==> config.mk <==
export PLATFORM = sky130hd
export DESIGN_NAME = timer_watchdog_sleep_wake
export DESIGN_NICKNAME = d
export VERILOG_FILES = /design/src/tws_pkg.sv /design/src/timer_watchdog_sleep_wake.sv
export VERILOG_INCLUDE_DIRS = /design/src
export SDC_FILE = /design/constraint.sdc
export NUM_CORES = 1
export LEC_CHECK = 0
export BUFFER_PORTS_ARGS = -buffer_cell sky130_fd_sc_hd__clkbuf_2
export CAP_MARGIN = 10
export CORE_MARGIN = 10
export CORE_UTILIZATION = 60
export CTS_CLUSTER_SIZE = 14
export DETAILED_ROUTE_END_ITERATION = 7
export MAX_ROUTING_LAYER = met4
export PLACE_DENSITY = 0.93
export SLEW_MARGIN = 20
export SYNTH_ARGS = -nofsm -noshare
export SYNTH_HDL_FRONTEND = slang
export SYNTH_SLANG_ARGS = --single-unit
==> constraint.sdc <==
create_clock -name pclk -period 3.95 [get_ports pclk]
set_clock_uncertainty 0.05 [all_clocks]
set_input_delay 0 -clock pclk [delete_from_list [all_inputs] [get_ports pclk]]
set_output_delay 0 -clock pclk [all_outputs]
set_load 0.005 [all_outputs]
==> src/tws_defs.svh <==
// Offsets, field positions, reset values and timing counts of the timer/watchdog/sleep block
`ifndef TWS_DEFS_SVH
`define TWS_DEFS_SVH

// ----------------------------------------------------------------------------
// Register byte offsets
// ----------------------------------------------------------------------------
`define OFS_TICK_TIMER      12'h000
`define OFS_PRESCALE_CNT    12'h004
`define OFS_CORE_CONTROL    12'h008
`define OFS_WDOG_CONTROL    12'h00c
`define OFS_WAKE_CONTROL    12'h010
`define OFS_IRQ_MASK        12'h014
`define OFS_IRQ_FLAG        12'h018
`define OFS_MISC_CONTROL    12'h01c
`define OFS_PIN_CTRL_A      12'h020
`define OFS_PIN_CTRL_B      12'h024
`define OFS_PIN_CTRL_C      12'h028
`define OFS_STATUS          12'h02c
`define OFS_PC              12'h030
`define OFS_OPTION          12'h034

// ----------------------------------------------------------------------------
// Field positions
// ----------------------------------------------------------------------------
`define CC_SRC_BIT          5
`define CC_EDGE_BIT         4
`define CC_PSA_BIT          3
`define WD_ON_BIT           7
`define WD_PSWE_BIT         3
`define WK_CONV_BIT         3
`define WK_PORT_BIT         1
`define ST_TO_BIT           4
`define ST_PD_BIT           3
`define OPT_CLKDIV_BIT      0
`define OPT_WDSHORT_BIT     1
`define OPT_LXT_BIT         2
`define OPT_RC_BIT          3

// ----------------------------------------------------------------------------
// Reset values and vectors
// ----------------------------------------------------------------------------
`define RST_CORE_CONTROL    8'h3f
`define RST_PIN_CTRL        8'hff
`define WD_RESET_CLR_MASK   8'h4f
`define MISC_RESET_CLR_MASK 8'hcf
`define ST_POR_CLR_MASK     8'h1f
`define VEC_RESET           12'h000
`define VEC_PORT_CHANGE     12'h006
`define VEC_CONVERSION      12'h00c

// ----------------------------------------------------------------------------
// Times (us) and cycle counts at 25 MHz (40 ns)
// ----------------------------------------------------------------------------
`define CLK_NS              40
`define WDOG_LONG_US        18000
`define WDOG_SHORT_US       4500
`define RST_HOLD_US         18000
`define RST_HOLD_LXT_US     500000
`define WAKE_XTAL_US        2000
`define WAKE_RC_INSTR_CLOCK_DIV_OPT        32
`define WAKE_CONV_TAD       15
`define US_TO_CYC(us)       (((us) * 1000) / `CLK_NS)

`endif

==> src/tws_pkg.sv <==
// Types of the timer/watchdog/sleep block
package tws_pkg;

  typedef enum logic [1:0] {
    ST_RUN   = 2'b00,
    ST_SLEEP = 2'b01,
    ST_WAKE  = 2'b10,
    ST_RESET = 2'b11
  } pwr_state_t;

  typedef struct packed {
    logic sleep;
    logic wdog_clear;
    logic irq_on;
    logic irq_off;
  } instr_t;

  typedef struct packed {
    logic        run;
    logic [11:0] pc;
    logic        pc_load;
  } core_ctl_t;

endpackage

==> src/timer_watchdog_sleep_wake.sv <==
// Tick timer, prescaler, watchdog, reset hold, sleep and wake-up control
//
// Decided for this implementation: the APB slave port and the address map.
`timescale 1ns/1ns
`include "tws_defs.svh"

// Overview of operation
// - Prescaler count readable/writable; 3-bit select gives 1:2 to 1:256.
// - Prescaler cleared on timer write, ratio write, power-on, pin or watchdog reset.
// - Tick timer is 8 bits, +1 per instruction cycle unprescaled.
// - Instruction clock is oscillator/2 or oscillator/4 by option bit.
// - External source counts timer pin edges of the selected polarity.
// - Watchdog-clear and sleep instructions clear watchdog and its prescaler.
// - Tick timer stops in sleep unless converting with conversion wake set.
// - Watchdog runs in sleep and resets on time-out when enabled.
// - Unprescaled watchdog period is 18 ms or 4.5 ms by option.
// - Reset on power-on, low reset pin, or enabled watchdog time-out.
// - Reset held 18 ms, or 500 ms in low-frequency crystal mode.
// - Reset zeroes program counter, pins to input, clears watchdog.
// - Reset sets pin controls to ones, clears listed control, flag, mask bits.
// - Sleep stops oscillator and timers; enabled watchdog cleared, keeps running.
// - Sleep during conversion keeps oscillator running; tick timer too if conversion wake set.
// - Wake on reset pin, watchdog, enabled port change or conversion done.
// - Pin or watchdog wake resets; time-out and power-down flags tell which.
// - Port or conversion wake resumes: vector 0x06/0x0C if enabled, else next.
// - With watchdog on, wake-control bits cause no wake-up.
// - Wake latency: 32 clocks RC, 2 ms+32 crystal, 500 ms LOW_FREQ_CRYSTAL_MODE, 15 CONVERTER_CLOCK_PERIOD on a vectored conversion wake.
module timer_watchdog_sleep_wake #(
  parameter int WDOG_LONG_CYC  = `US_TO_CYC(`WDOG_LONG_US),
  parameter int WDOG_SHORT_CYC = `US_TO_CYC(`WDOG_SHORT_US),
  parameter int RST_HOLD_CYC   = `US_TO_CYC(`RST_HOLD_US),
  parameter int RST_LXT_CYC    = `US_TO_CYC(`RST_HOLD_LXT_US),
  parameter int WAKE_XTAL_CYC  = `US_TO_CYC(`WAKE_XTAL_US),
  parameter int TAD_CYC        = 4
) (
  // APB slave
  input  wire logic                 pclk,
  input  wire logic                 presetn,
  input  wire logic                 psel,
  input  wire logic                 penable,
  input  wire logic                 pwrite,
  input  wire logic [11:0]          paddr,
  input  wire logic [31:0]          pwdata,
  output logic                      pready,
  output logic [31:0]               prdata,
  output logic                      pslverr,
  // Instruction stream
  input  wire tws_pkg::instr_t      instr,
  // Pins and events
  input  wire logic                 ext_reset_n,
  input  wire logic                 tick_pin,
  input  wire logic                 port5_change,
  input  wire logic                 conv_busy,
  input  wire logic                 conv_done,
  input  wire logic                 wdog_osc_tick,
  // Core control
  output tws_pkg::core_ctl_t        core,
  output logic                      osc_run,
  output logic                      pins_input,
  output logic                      sys_reset,
  output logic                      global_irq_en
);
  import tws_pkg::*;

  localparam int WCW = 32;

  initial begin
    if (WDOG_SHORT_CYC < 1 || WDOG_LONG_CYC < WDOG_SHORT_CYC || RST_HOLD_CYC < 1 ||
        RST_LXT_CYC < 1 || WAKE_XTAL_CYC < 1 || TAD_CYC < 1)
      $error("timer_watchdog_sleep_wake: bad timing parameter");
  end

  // --------------------------------------------------------------------------
  // Functions
  // --------------------------------------------------------------------------
  function automatic logic [7:0] ratio_mask(input logic [2:0] sel);
    ratio_mask = 8'((9'h002 << sel) - 9'h001);
  endfunction

  // --------------------------------------------------------------------------
  // Registers
  // --------------------------------------------------------------------------
  logic [7:0]  tick_timer_r, tick_prescale_count_r, core_control_reg_r;
  logic [7:0]  watchdog_control_reg_r, wake_control_reg_r, irq_mask_reg_r, irq_flag_reg_r;
  logic [7:0]  misc_control_reg_r, status_reg_r, option_r;
  logic [7:0]  pin_control_reg_a_r, pin_control_reg_b_r, pin_control_reg_c_r;
  logic [11:0] program_counter_reg_r;
  pwr_state_t  state_r;
  logic [WCW-1:0] wdog_cnt_r, hold_cnt_r;
  logic [7:0]  wdog_pre_r;
  logic        pin_d_r;
  logic [1:0]  div_cnt_r;
  logic        por_done_r, irq_en_r, wake_vec_r;
  logic [11:0] wake_pc_r;

  logic wr, rd, wr_timer, wr_ratio, timeout, wdog_on, conv_wake_keep;
  logic wake_port, wake_conv, ext_rst, wdog_step, instr_tick, src_tick, ptick;
  logic [WCW-1:0] wdog_limit, hold_limit, wake_limit;

  assign wr        = psel && penable && pwrite;
  assign rd        = psel && !pwrite;
  assign wr_timer  = wr && paddr == `OFS_TICK_TIMER;
  // Any write to the control register rewrites the ratio bits, so it clears the prescaler
  assign wr_ratio  = wr && paddr == `OFS_CORE_CONTROL;
  assign wdog_on   = watchdog_control_reg_r[`WD_ON_BIT];
  assign ext_rst   = !ext_reset_n;
  assign wake_port = !wdog_on && wake_control_reg_r[`WK_PORT_BIT] && port5_change;
  assign wake_conv = !wdog_on && wake_control_reg_r[`WK_CONV_BIT] && conv_done;
  assign conv_wake_keep = conv_busy && wake_control_reg_r[`WK_CONV_BIT];

  // --------------------------------------------------------------------------
  // Instruction clock, Fosc/2 or Fosc/4 from pclk
  // --------------------------------------------------------------------------
  always_ff @(posedge pclk or negedge presetn) begin
    if (!presetn) begin
      div_cnt_r <= 2'h0;
    end else begin
      div_cnt_r <= div_cnt_r + 2'h1;
    end
  end
  assign instr_tick = option_r[`OPT_CLKDIV_BIT] ? (div_cnt_r == 2'h3) : div_cnt_r[0];

  // --------------------------------------------------------------------------
  // Tick timer and prescaler
  // --------------------------------------------------------------------------
  always_ff @(posedge pclk or negedge presetn) begin
    if (!presetn) begin
      pin_d_r <= 1'b0;
    end else begin
      pin_d_r <= tick_pin;
    end
  end
  // Edge select: 0 rising, 1 falling
  assign src_tick = core_control_reg_r[`CC_SRC_BIT] ?
                    (core_control_reg_r[`CC_EDGE_BIT] ? (pin_d_r && !tick_pin)
                                                      : (!pin_d_r && tick_pin))
                    : instr_tick;
  assign ptick = (state_r == ST_RUN || (state_r == ST_SLEEP && conv_wake_keep)) &&
                 src_tick;

  always_ff @(posedge pclk or negedge presetn) begin
    if (!presetn) begin
      tick_prescale_count_r <= 8'h00;
      tick_timer_r          <= 8'h00;
    end else if (sys_reset || wr_timer || wr_ratio) begin
      tick_prescale_count_r <= 8'h00;
      tick_timer_r          <= wr_timer ? pwdata[7:0] : tick_timer_r;
    end else if (wr && paddr == `OFS_PRESCALE_CNT) begin
      tick_prescale_count_r <= pwdata[7:0];
    end else if (ptick) begin
      if (core_control_reg_r[`CC_PSA_BIT]) begin
        tick_timer_r <= tick_timer_r + 8'h01;
      end else if ((tick_prescale_count_r & ratio_mask(core_control_reg_r[2:0])) ==
                   ratio_mask(core_control_reg_r[2:0])) begin
        tick_prescale_count_r <= 8'h00;
        tick_timer_r          <= tick_timer_r + 8'h01;
      end else begin
        tick_prescale_count_r <= tick_prescale_count_r + 8'h01;
      end
    end
  end

  // --------------------------------------------------------------------------
  // Watchdog on its RC oscillator tick
  // --------------------------------------------------------------------------
  assign wdog_limit = option_r[`OPT_WDSHORT_BIT] ? WCW'(WDOG_SHORT_CYC)
                                                 : WCW'(WDOG_LONG_CYC);
  assign wdog_step  = wdog_osc_tick && (!watchdog_control_reg_r[`WD_PSWE_BIT] ||
                      (wdog_pre_r & ratio_mask(watchdog_control_reg_r[2:0])) ==
                      ratio_mask(watchdog_control_reg_r[2:0]));
  assign timeout    = wdog_on && state_r != ST_RESET && wdog_step &&
                      wdog_cnt_r >= wdog_limit - WCW'(1);

  always_ff @(posedge pclk or negedge presetn) begin
    if (!presetn) begin
      wdog_cnt_r <= '0;
      wdog_pre_r <= 8'h00;
    end else if (sys_reset || instr.wdog_clear || instr.sleep || !wdog_on) begin
      wdog_cnt_r <= '0;
      wdog_pre_r <= 8'h00;
    end else if (wdog_osc_tick) begin
      wdog_pre_r <= wdog_step ? 8'h00 : wdog_pre_r + 8'h01;
      if (wdog_step) wdog_cnt_r <= wdog_cnt_r + WCW'(1);
    end
  end

  // --------------------------------------------------------------------------
  // Power state machine
  // --------------------------------------------------------------------------
  assign hold_limit = option_r[`OPT_LXT_BIT] ? WCW'(RST_LXT_CYC) : WCW'(RST_HOLD_CYC);
  always_comb begin
    if (wake_vec_r && wake_pc_r == `VEC_CONVERSION)
      wake_limit = WCW'(`WAKE_CONV_TAD * TAD_CYC);
    else if (option_r[`OPT_LXT_BIT])
      wake_limit = WCW'(RST_LXT_CYC);
    else if (option_r[`OPT_RC_BIT])
      wake_limit = WCW'(`WAKE_RC_INSTR_CLOCK_DIV_OPT);
    else
      wake_limit = WCW'(WAKE_XTAL_CYC + `WAKE_RC_INSTR_CLOCK_DIV_OPT);
  end

  always_ff @(posedge pclk or negedge presetn) begin
    if (!presetn) begin
      state_r    <= ST_RESET;
      hold_cnt_r <= '0;
      por_done_r <= 1'b0;
      wake_vec_r <= 1'b0;
      wake_pc_r  <= `VEC_RESET;
    end else begin
      case (state_r)
        ST_RUN: begin
          hold_cnt_r <= '0;
          if (ext_rst || timeout) begin
            state_r <= ST_RESET;
          end else if (instr.sleep) begin
            state_r <= ST_SLEEP;
          end
        end
        ST_SLEEP: begin
          hold_cnt_r <= '0;
          if (ext_rst || timeout) begin
            state_r <= ST_RESET;
          end else if (wake_port || wake_conv) begin
            state_r    <= ST_WAKE;
            wake_vec_r <= irq_en_r;
            wake_pc_r  <= wake_conv ? `VEC_CONVERSION : `VEC_PORT_CHANGE;
          end
        end
        ST_WAKE: begin
          hold_cnt_r <= hold_cnt_r + WCW'(1);
          if (ext_rst || timeout) begin
            state_r <= ST_RESET;
          end else if (hold_cnt_r >= wake_limit - WCW'(1)) begin
            state_r <= ST_RUN;
          end
        end
        ST_RESET: begin
          if (ext_rst) begin
            hold_cnt_r <= '0;
          end else if (hold_cnt_r >= hold_limit - WCW'(1)) begin
            state_r    <= ST_RUN;
            por_done_r <= 1'b1;
            hold_cnt_r <= '0;
          end else begin
            hold_cnt_r <= hold_cnt_r + WCW'(1);
          end
        end
        default: state_r <= ST_RESET;
      endcase
    end
  end

  assign sys_reset  = state_r == ST_RESET;
  assign osc_run    = state_r != ST_SLEEP || conv_busy;
  assign pins_input = sys_reset;
  assign global_irq_en = irq_en_r;
  assign core.run      = state_r == ST_RUN;
  assign core.pc       = program_counter_reg_r;
  assign core.pc_load  = state_r == ST_WAKE && hold_cnt_r >= wake_limit - WCW'(1) && wake_vec_r;

  // --------------------------------------------------------------------------
  // Program counter and global interrupt enable
  // --------------------------------------------------------------------------
  always_ff @(posedge pclk or negedge presetn) begin
    if (!presetn) begin
      program_counter_reg_r <= `VEC_RESET;
      irq_en_r              <= 1'b0;
    end else if (sys_reset) begin
      program_counter_reg_r <= `VEC_RESET;
      irq_en_r              <= 1'b0;
    end else begin
      if (core.pc_load) program_counter_reg_r <= wake_pc_r;
      else if (wr && paddr == `OFS_PC) program_counter_reg_r <= pwdata[11:0];
      if (instr.irq_on) irq_en_r <= 1'b1;
      else if (instr.irq_off) irq_en_r <= 1'b0;
    end
  end

  // --------------------------------------------------------------------------
  // Control registers
  // --------------------------------------------------------------------------
  always_ff @(posedge pclk or negedge presetn) begin
    if (!presetn) begin
      core_control_reg_r     <= `RST_CORE_CONTROL;
      watchdog_control_reg_r <= 8'h00;
      wake_control_reg_r     <= 8'h00;
      irq_mask_reg_r         <= 8'h00;
      irq_flag_reg_r         <= 8'h00;
      misc_control_reg_r     <= 8'h00;
      pin_control_reg_a_r    <= `RST_PIN_CTRL;
      pin_control_reg_b_r    <= `RST_PIN_CTRL;
      pin_control_reg_c_r    <= `RST_PIN_CTRL;
      option_r               <= 8'h00;
    end else if (sys_reset) begin
      pin_control_reg_a_r    <= `RST_PIN_CTRL;
      pin_control_reg_b_r    <= `RST_PIN_CTRL;
      pin_control_reg_c_r    <= `RST_PIN_CTRL;
      watchdog_control_reg_r <= watchdog_control_reg_r & `WD_RESET_CLR_MASK;
      misc_control_reg_r     <= misc_control_reg_r & `MISC_RESET_CLR_MASK;
      irq_flag_reg_r         <= 8'h00;
      irq_mask_reg_r         <= 8'h00;
    end else if (wr) begin
      case (paddr)
        `OFS_CORE_CONTROL: core_control_reg_r     <= pwdata[7:0];
        `OFS_WDOG_CONTROL: watchdog_control_reg_r <= pwdata[7:0] & 8'hef;
        `OFS_WAKE_CONTROL: wake_control_reg_r     <= pwdata[7:0];
        `OFS_IRQ_MASK:     irq_mask_reg_r         <= pwdata[7:0];
        `OFS_IRQ_FLAG:     irq_flag_reg_r         <= pwdata[7:0];
        `OFS_MISC_CONTROL: misc_control_reg_r     <= pwdata[7:0];
        `OFS_PIN_CTRL_A:   pin_control_reg_a_r    <= pwdata[7:0];
        `OFS_PIN_CTRL_B:   pin_control_reg_b_r    <= pwdata[7:0];
        `OFS_PIN_CTRL_C:   pin_control_reg_c_r    <= pwdata[7:0];
        `OFS_OPTION:       option_r               <= pwdata[7:0];
        default: ;
      endcase
    end
  end

  // Status: time-out and power-down flags identify the reset source
  always_ff @(posedge pclk or negedge presetn) begin
    if (!presetn) begin
      status_reg_r <= 8'h18;
    end else if (!por_done_r) begin
      status_reg_r <= (status_reg_r & `ST_POR_CLR_MASK) | 8'h18;
    end else if (timeout) begin
      status_reg_r[`ST_TO_BIT] <= 1'b0;
      status_reg_r[`ST_PD_BIT] <= state_r != ST_SLEEP;
    end else if (ext_rst && state_r != ST_RESET) begin
      status_reg_r[`ST_TO_BIT] <= 1'b1;
      status_reg_r[`ST_PD_BIT] <= state_r != ST_SLEEP;
    end else if (instr.wdog_clear) begin
      status_reg_r[`ST_TO_BIT] <= 1'b1;
      status_reg_r[`ST_PD_BIT] <= 1'b1;
    end else if (instr.sleep && state_r == ST_RUN) begin
      status_reg_r[`ST_TO_BIT] <= 1'b1;
      status_reg_r[`ST_PD_BIT] <= 1'b0;
    end else if (wr && paddr == `OFS_STATUS) begin
      status_reg_r[7:5] <= pwdata[7:5];
      status_reg_r[2:0] <= pwdata[2:0];
    end
  end

  // --------------------------------------------------------------------------
  // APB read path, zero wait states
  // --------------------------------------------------------------------------
  assign pready  = 1'b1;
  assign pslverr = 1'b0;
  always_ff @(posedge pclk or negedge presetn) begin
    if (!presetn) begin
      prdata <= 32'h0000_0000;
    end else if (rd && !penable) begin
      case (paddr)
        `OFS_TICK_TIMER:   prdata <= {24'h000000, tick_timer_r};
        `OFS_PRESCALE_CNT: prdata <= {24'h000000, tick_prescale_count_r};
        `OFS_CORE_CONTROL: prdata <= {24'h000000, core_control_reg_r};
        `OFS_WDOG_CONTROL: prdata <= {24'h000000, watchdog_control_reg_r};
        `OFS_WAKE_CONTROL: prdata <= {24'h000000, wake_control_reg_r};
        `OFS_IRQ_MASK:     prdata <= {24'h000000, irq_mask_reg_r};
        `OFS_IRQ_FLAG:     prdata <= {24'h000000, irq_flag_reg_r};
        `OFS_MISC_CONTROL: prdata <= {24'h000000, misc_control_reg_r};
        `OFS_PIN_CTRL_A:   prdata <= {24'h000000, pin_control_reg_a_r};
        `OFS_PIN_CTRL_B:   prdata <= {24'h000000, pin_control_reg_b_r};
        `OFS_PIN_CTRL_C:   prdata <= {24'h000000, pin_control_reg_c_r};
        `OFS_STATUS:       prdata <= {24'h000000, status_reg_r};
        `OFS_PC:           prdata <= {20'h00000, program_counter_reg_r};
        `OFS_OPTION:       prdata <= {24'h000000, option_r};
        default:           prdata <= 32'h0000_0000;
      endcase
    end
  end

endmodule

==> metrics.txt <==
post-CTS sizing=0; Least-Margin Pin Slew=1.12 ns; Post-Synthesis Cells=1,234; routed length per placed instance=20.3 um; max incr delay on CP=0.58 ns; total number of vias=around 10,000; CTS root buffer=clkbuf_16; area grow syn2layout=13.4%; Post-synth top cells=dfrtp_1, nand2_1, nor2_1, nand3_1, a21oi_1; I/O Buffers=68; setup TNS=0 ns; Nets=around 1,400; CP Max Fanout=10; ratio of final minimum period to clock period=0.894; grt ovf=0; die footprint=25,600 um^2; CORE AREA=19,400 um^2; Peak VDD IR=0.391 mV; area share of the largest cell type after synthesis=0.374; final setup vio count=0; Mapped Avg Cell Area=between 9 and 10 um^2; TritonCTS clock tree=yes; main flop type after synthesis=dfrtp_1; first-pass GRT wire length=53,100 um; Final Total Pwr=4.87 mW; global-route usage over all layers=0.254; Die W=160 um; layout cells sized above 1=0.158; Pwr Density=365 nW/um^2; Slew headroom=0.247; Worst Setup Slack, final=approximately 0.42 ns; crit path time final=3.53 ns; FF-to-FF Start=option_r[1]; fin. max-slew vios=0; Post-synth ARST share=1.00; number of fill cells=~1,400; critical path cell sequence=nand2_1 > ha_1 > nand4b_1 > nor4_1 > nand4_1 > o2111ai_1 > nand4b_1 > inv_1 > clkbuf_2; initial antenna violation count=0; Clk Latency, worst-skew pair=0.53 ns; top cells by area, synth=dfrtp_1, dfstp_2, nand2_1; f_max=~280 MHz; pin count of the biggest net entering global routing=86; maximum root-to-sink buffer count=3; CP most frequent cell=nand4b_1; number of H-tree levels=1; post-route ant nets=0; Synth Cell Area=11,800 um^2; CP Data Arrival Time=roughly 3.5 ns; vias in the first global route=approximately 10,000; initial DRC count=1,159; Worst-path clk slew=0.06 ns; Crit. Startpoint=option_r[2]; Unique masters post-synth=82; Lkg Pwr=between 5 and 6 nW; GP Congestion=0.966; DRC viols=0; ant diodes=0; Initial Util=0.607; most frequent cell after synthesis=dfrtp_1; final hold violations=0; total CTS buffers=24; Detailed Place HPWL=~22,000 um; DP Worst Slack=0.673 ns; WL final=~32,000 um; Ys Warns=0; Site Rows=51; EDFF count, synth=0; Post CTS Setup Buffer Count=0; CP endpoint kind=output port; cell taking the most area after synthesis=dfrtp_1; Startpoint Class=register; r2r setup slk=0.48 ns; first drt pass iteration count=6; I/O Pins=between 100 and 150; slowest CP cell=dfrtp_1; Seq/Total Area, Yosys=0.450; Avg Vias per Cell=approximately 6.3; min-delay worst type=primary input to asynchronous set/reset pin; required time of the critical path=3.90 ns; Max Cap Viol=0; critical path class=register to output port; cts hold-fix bufs=26; Die Span Y=160 um; unrepaired setup endpoints after global routing=false; Final Util=0.688; number of synthesized register bits=210; CTS sink count=210; status=complete, no violations
cell usage in the layout, fill, tap and decap left out, drive strengths merged, types with 14 or more instances in the layout:
| cell type | synthesis | final |
|---|---|---|
| a22o | 14 | 14 |
| and3 | 21 | 21 |
| nor2 | 125 | 125 |
| o21ai | 44 | 44 |
| conb | 2 | 22 |
| dfrtp | 176 | 176 |
| xor2 | 33 | 33 |
| dfstp | 34 | 34 |
| a221oi | 14 | 14 |
| nor3 | 34 | 34 |
| nor4 | 15 | 15 |
| nand3 | 68 | 68 |
| a21oi | 64 | 64 |
| inv | 24 | 24 |
| nand4 | 24 | 24 |
| nand2 | 160 | 160 |
| ha | 45 | 45 |
| clkbuf | 32 | 100 |
| mux2i | 26 | 26 |
| dlygate4sd3 | 0 | 26 |
| mux2 | 37 | 37 |
| nand2b | 19 | 19 |
| a22oi | 16 | 16 |
| xnor2 | 26 | 26 |
metal layers:
metal	up-vias	GRT usage	wire, um
met5	-	-	0
met4	0	0.129	1760
met3	133	0.0491	2840
met2	465	0.410	15500
met1	4904	0.300	12300
li1	4576	-	-
worst max-delay path: cells and delay by family (launching register included):
kind | cells | cell delay [ns]
buffers and inverters | 2 | 0.32
AOI/OAI and AO/OA | 1 | 0.27
DFF | 1 | 0.58
adders and majority gates | 1 | 0.41
and+or+nand+nor | 5 | 1.38
through the flow:
step | cells | instance area (um^2) | hold slack [ns]
2_1_floorplan | 1254 | 11900 | -0.346
3_3_place_gp | 1525 | 12300 | 0.0214
3_5_place_dp | 1525 | 12300 | 0.0257
4_1_cts | 1595 | 13400 | 0.0464
5_1_grt | 1595 | 13400 | 0.0820
6_report | 1595 | 13400 | 0.0144
logic make-up (layout without fill, tap and decap cells):
group | Yosys count | after routing | share of synthesized area
buf+inv | 98 | 174 | 0.0404
xor+xnor | 59 | 59 | 0.0439
mux | 63 | 63 | 0.0575
fa+ha+maj | 46 | 46 | 0.0486
simple gates | 522 | 522 | 0.225
other cells | 2 | 22 | 0.000637
flops | 210 | 210 | 0.450
compound gates | 234 | 234 | 0.134
area by class of cell:
type	instances	area [um^2]	area share
Multi-Input combinational cell	946	6080	0.455
Sequential cell	210	5300	0.397
Inverter	24	90.1	0.00675
Timing Repair Buffer	106	712	0.0533
Clock buffer	32	672	0.0503
Clock inverter	12	169	0.0126
Tap cell	265	332	0.0248
sequential cells by signal (all words and copies together), names as in the netlist, 8 cells and up:
signal / cells
core_control_reg_r: 8
status_reg_r: 8
prdata: 12
pin_control_reg_a_r: 8
tick_timer_r: 8
wdog_pre_r: 8
pin_control_reg_c_r: 8
wdog_cnt_r: 32
tick_prescale_count_r: 8
wake_control_reg_r: 8
option_r: 8
hold_cnt_r: 32
misc_control_reg_r: 8
irq_mask_reg_r: 8
irq_flag_reg_r: 8
pin_control_reg_b_r: 8
program_counter_reg_r: 12
power by group:
group          internal (mW)  switching [mW]  total (mW)  leakage, nW
clock                   1.46           0.902        2.36        0.409
combinational         0.0883           0.232       0.321         2.67
sequential              2.17          0.0223        2.19         2.79
path summary, 6_finish.rpt:
check,to,cells past startpoint
hold / removal,tick_prescale_count_r[4],2
min in group pclk,watchdog_control_reg_r[7],5
max in group asynchronous,wdog_cnt_r[29],3
setup reg to reg,status_reg_r[3],10
hold reg to reg,div_cnt_r[0],1
setup / recovery,core[0],9
Note: power is estimated with default switching activity, not from simulation.
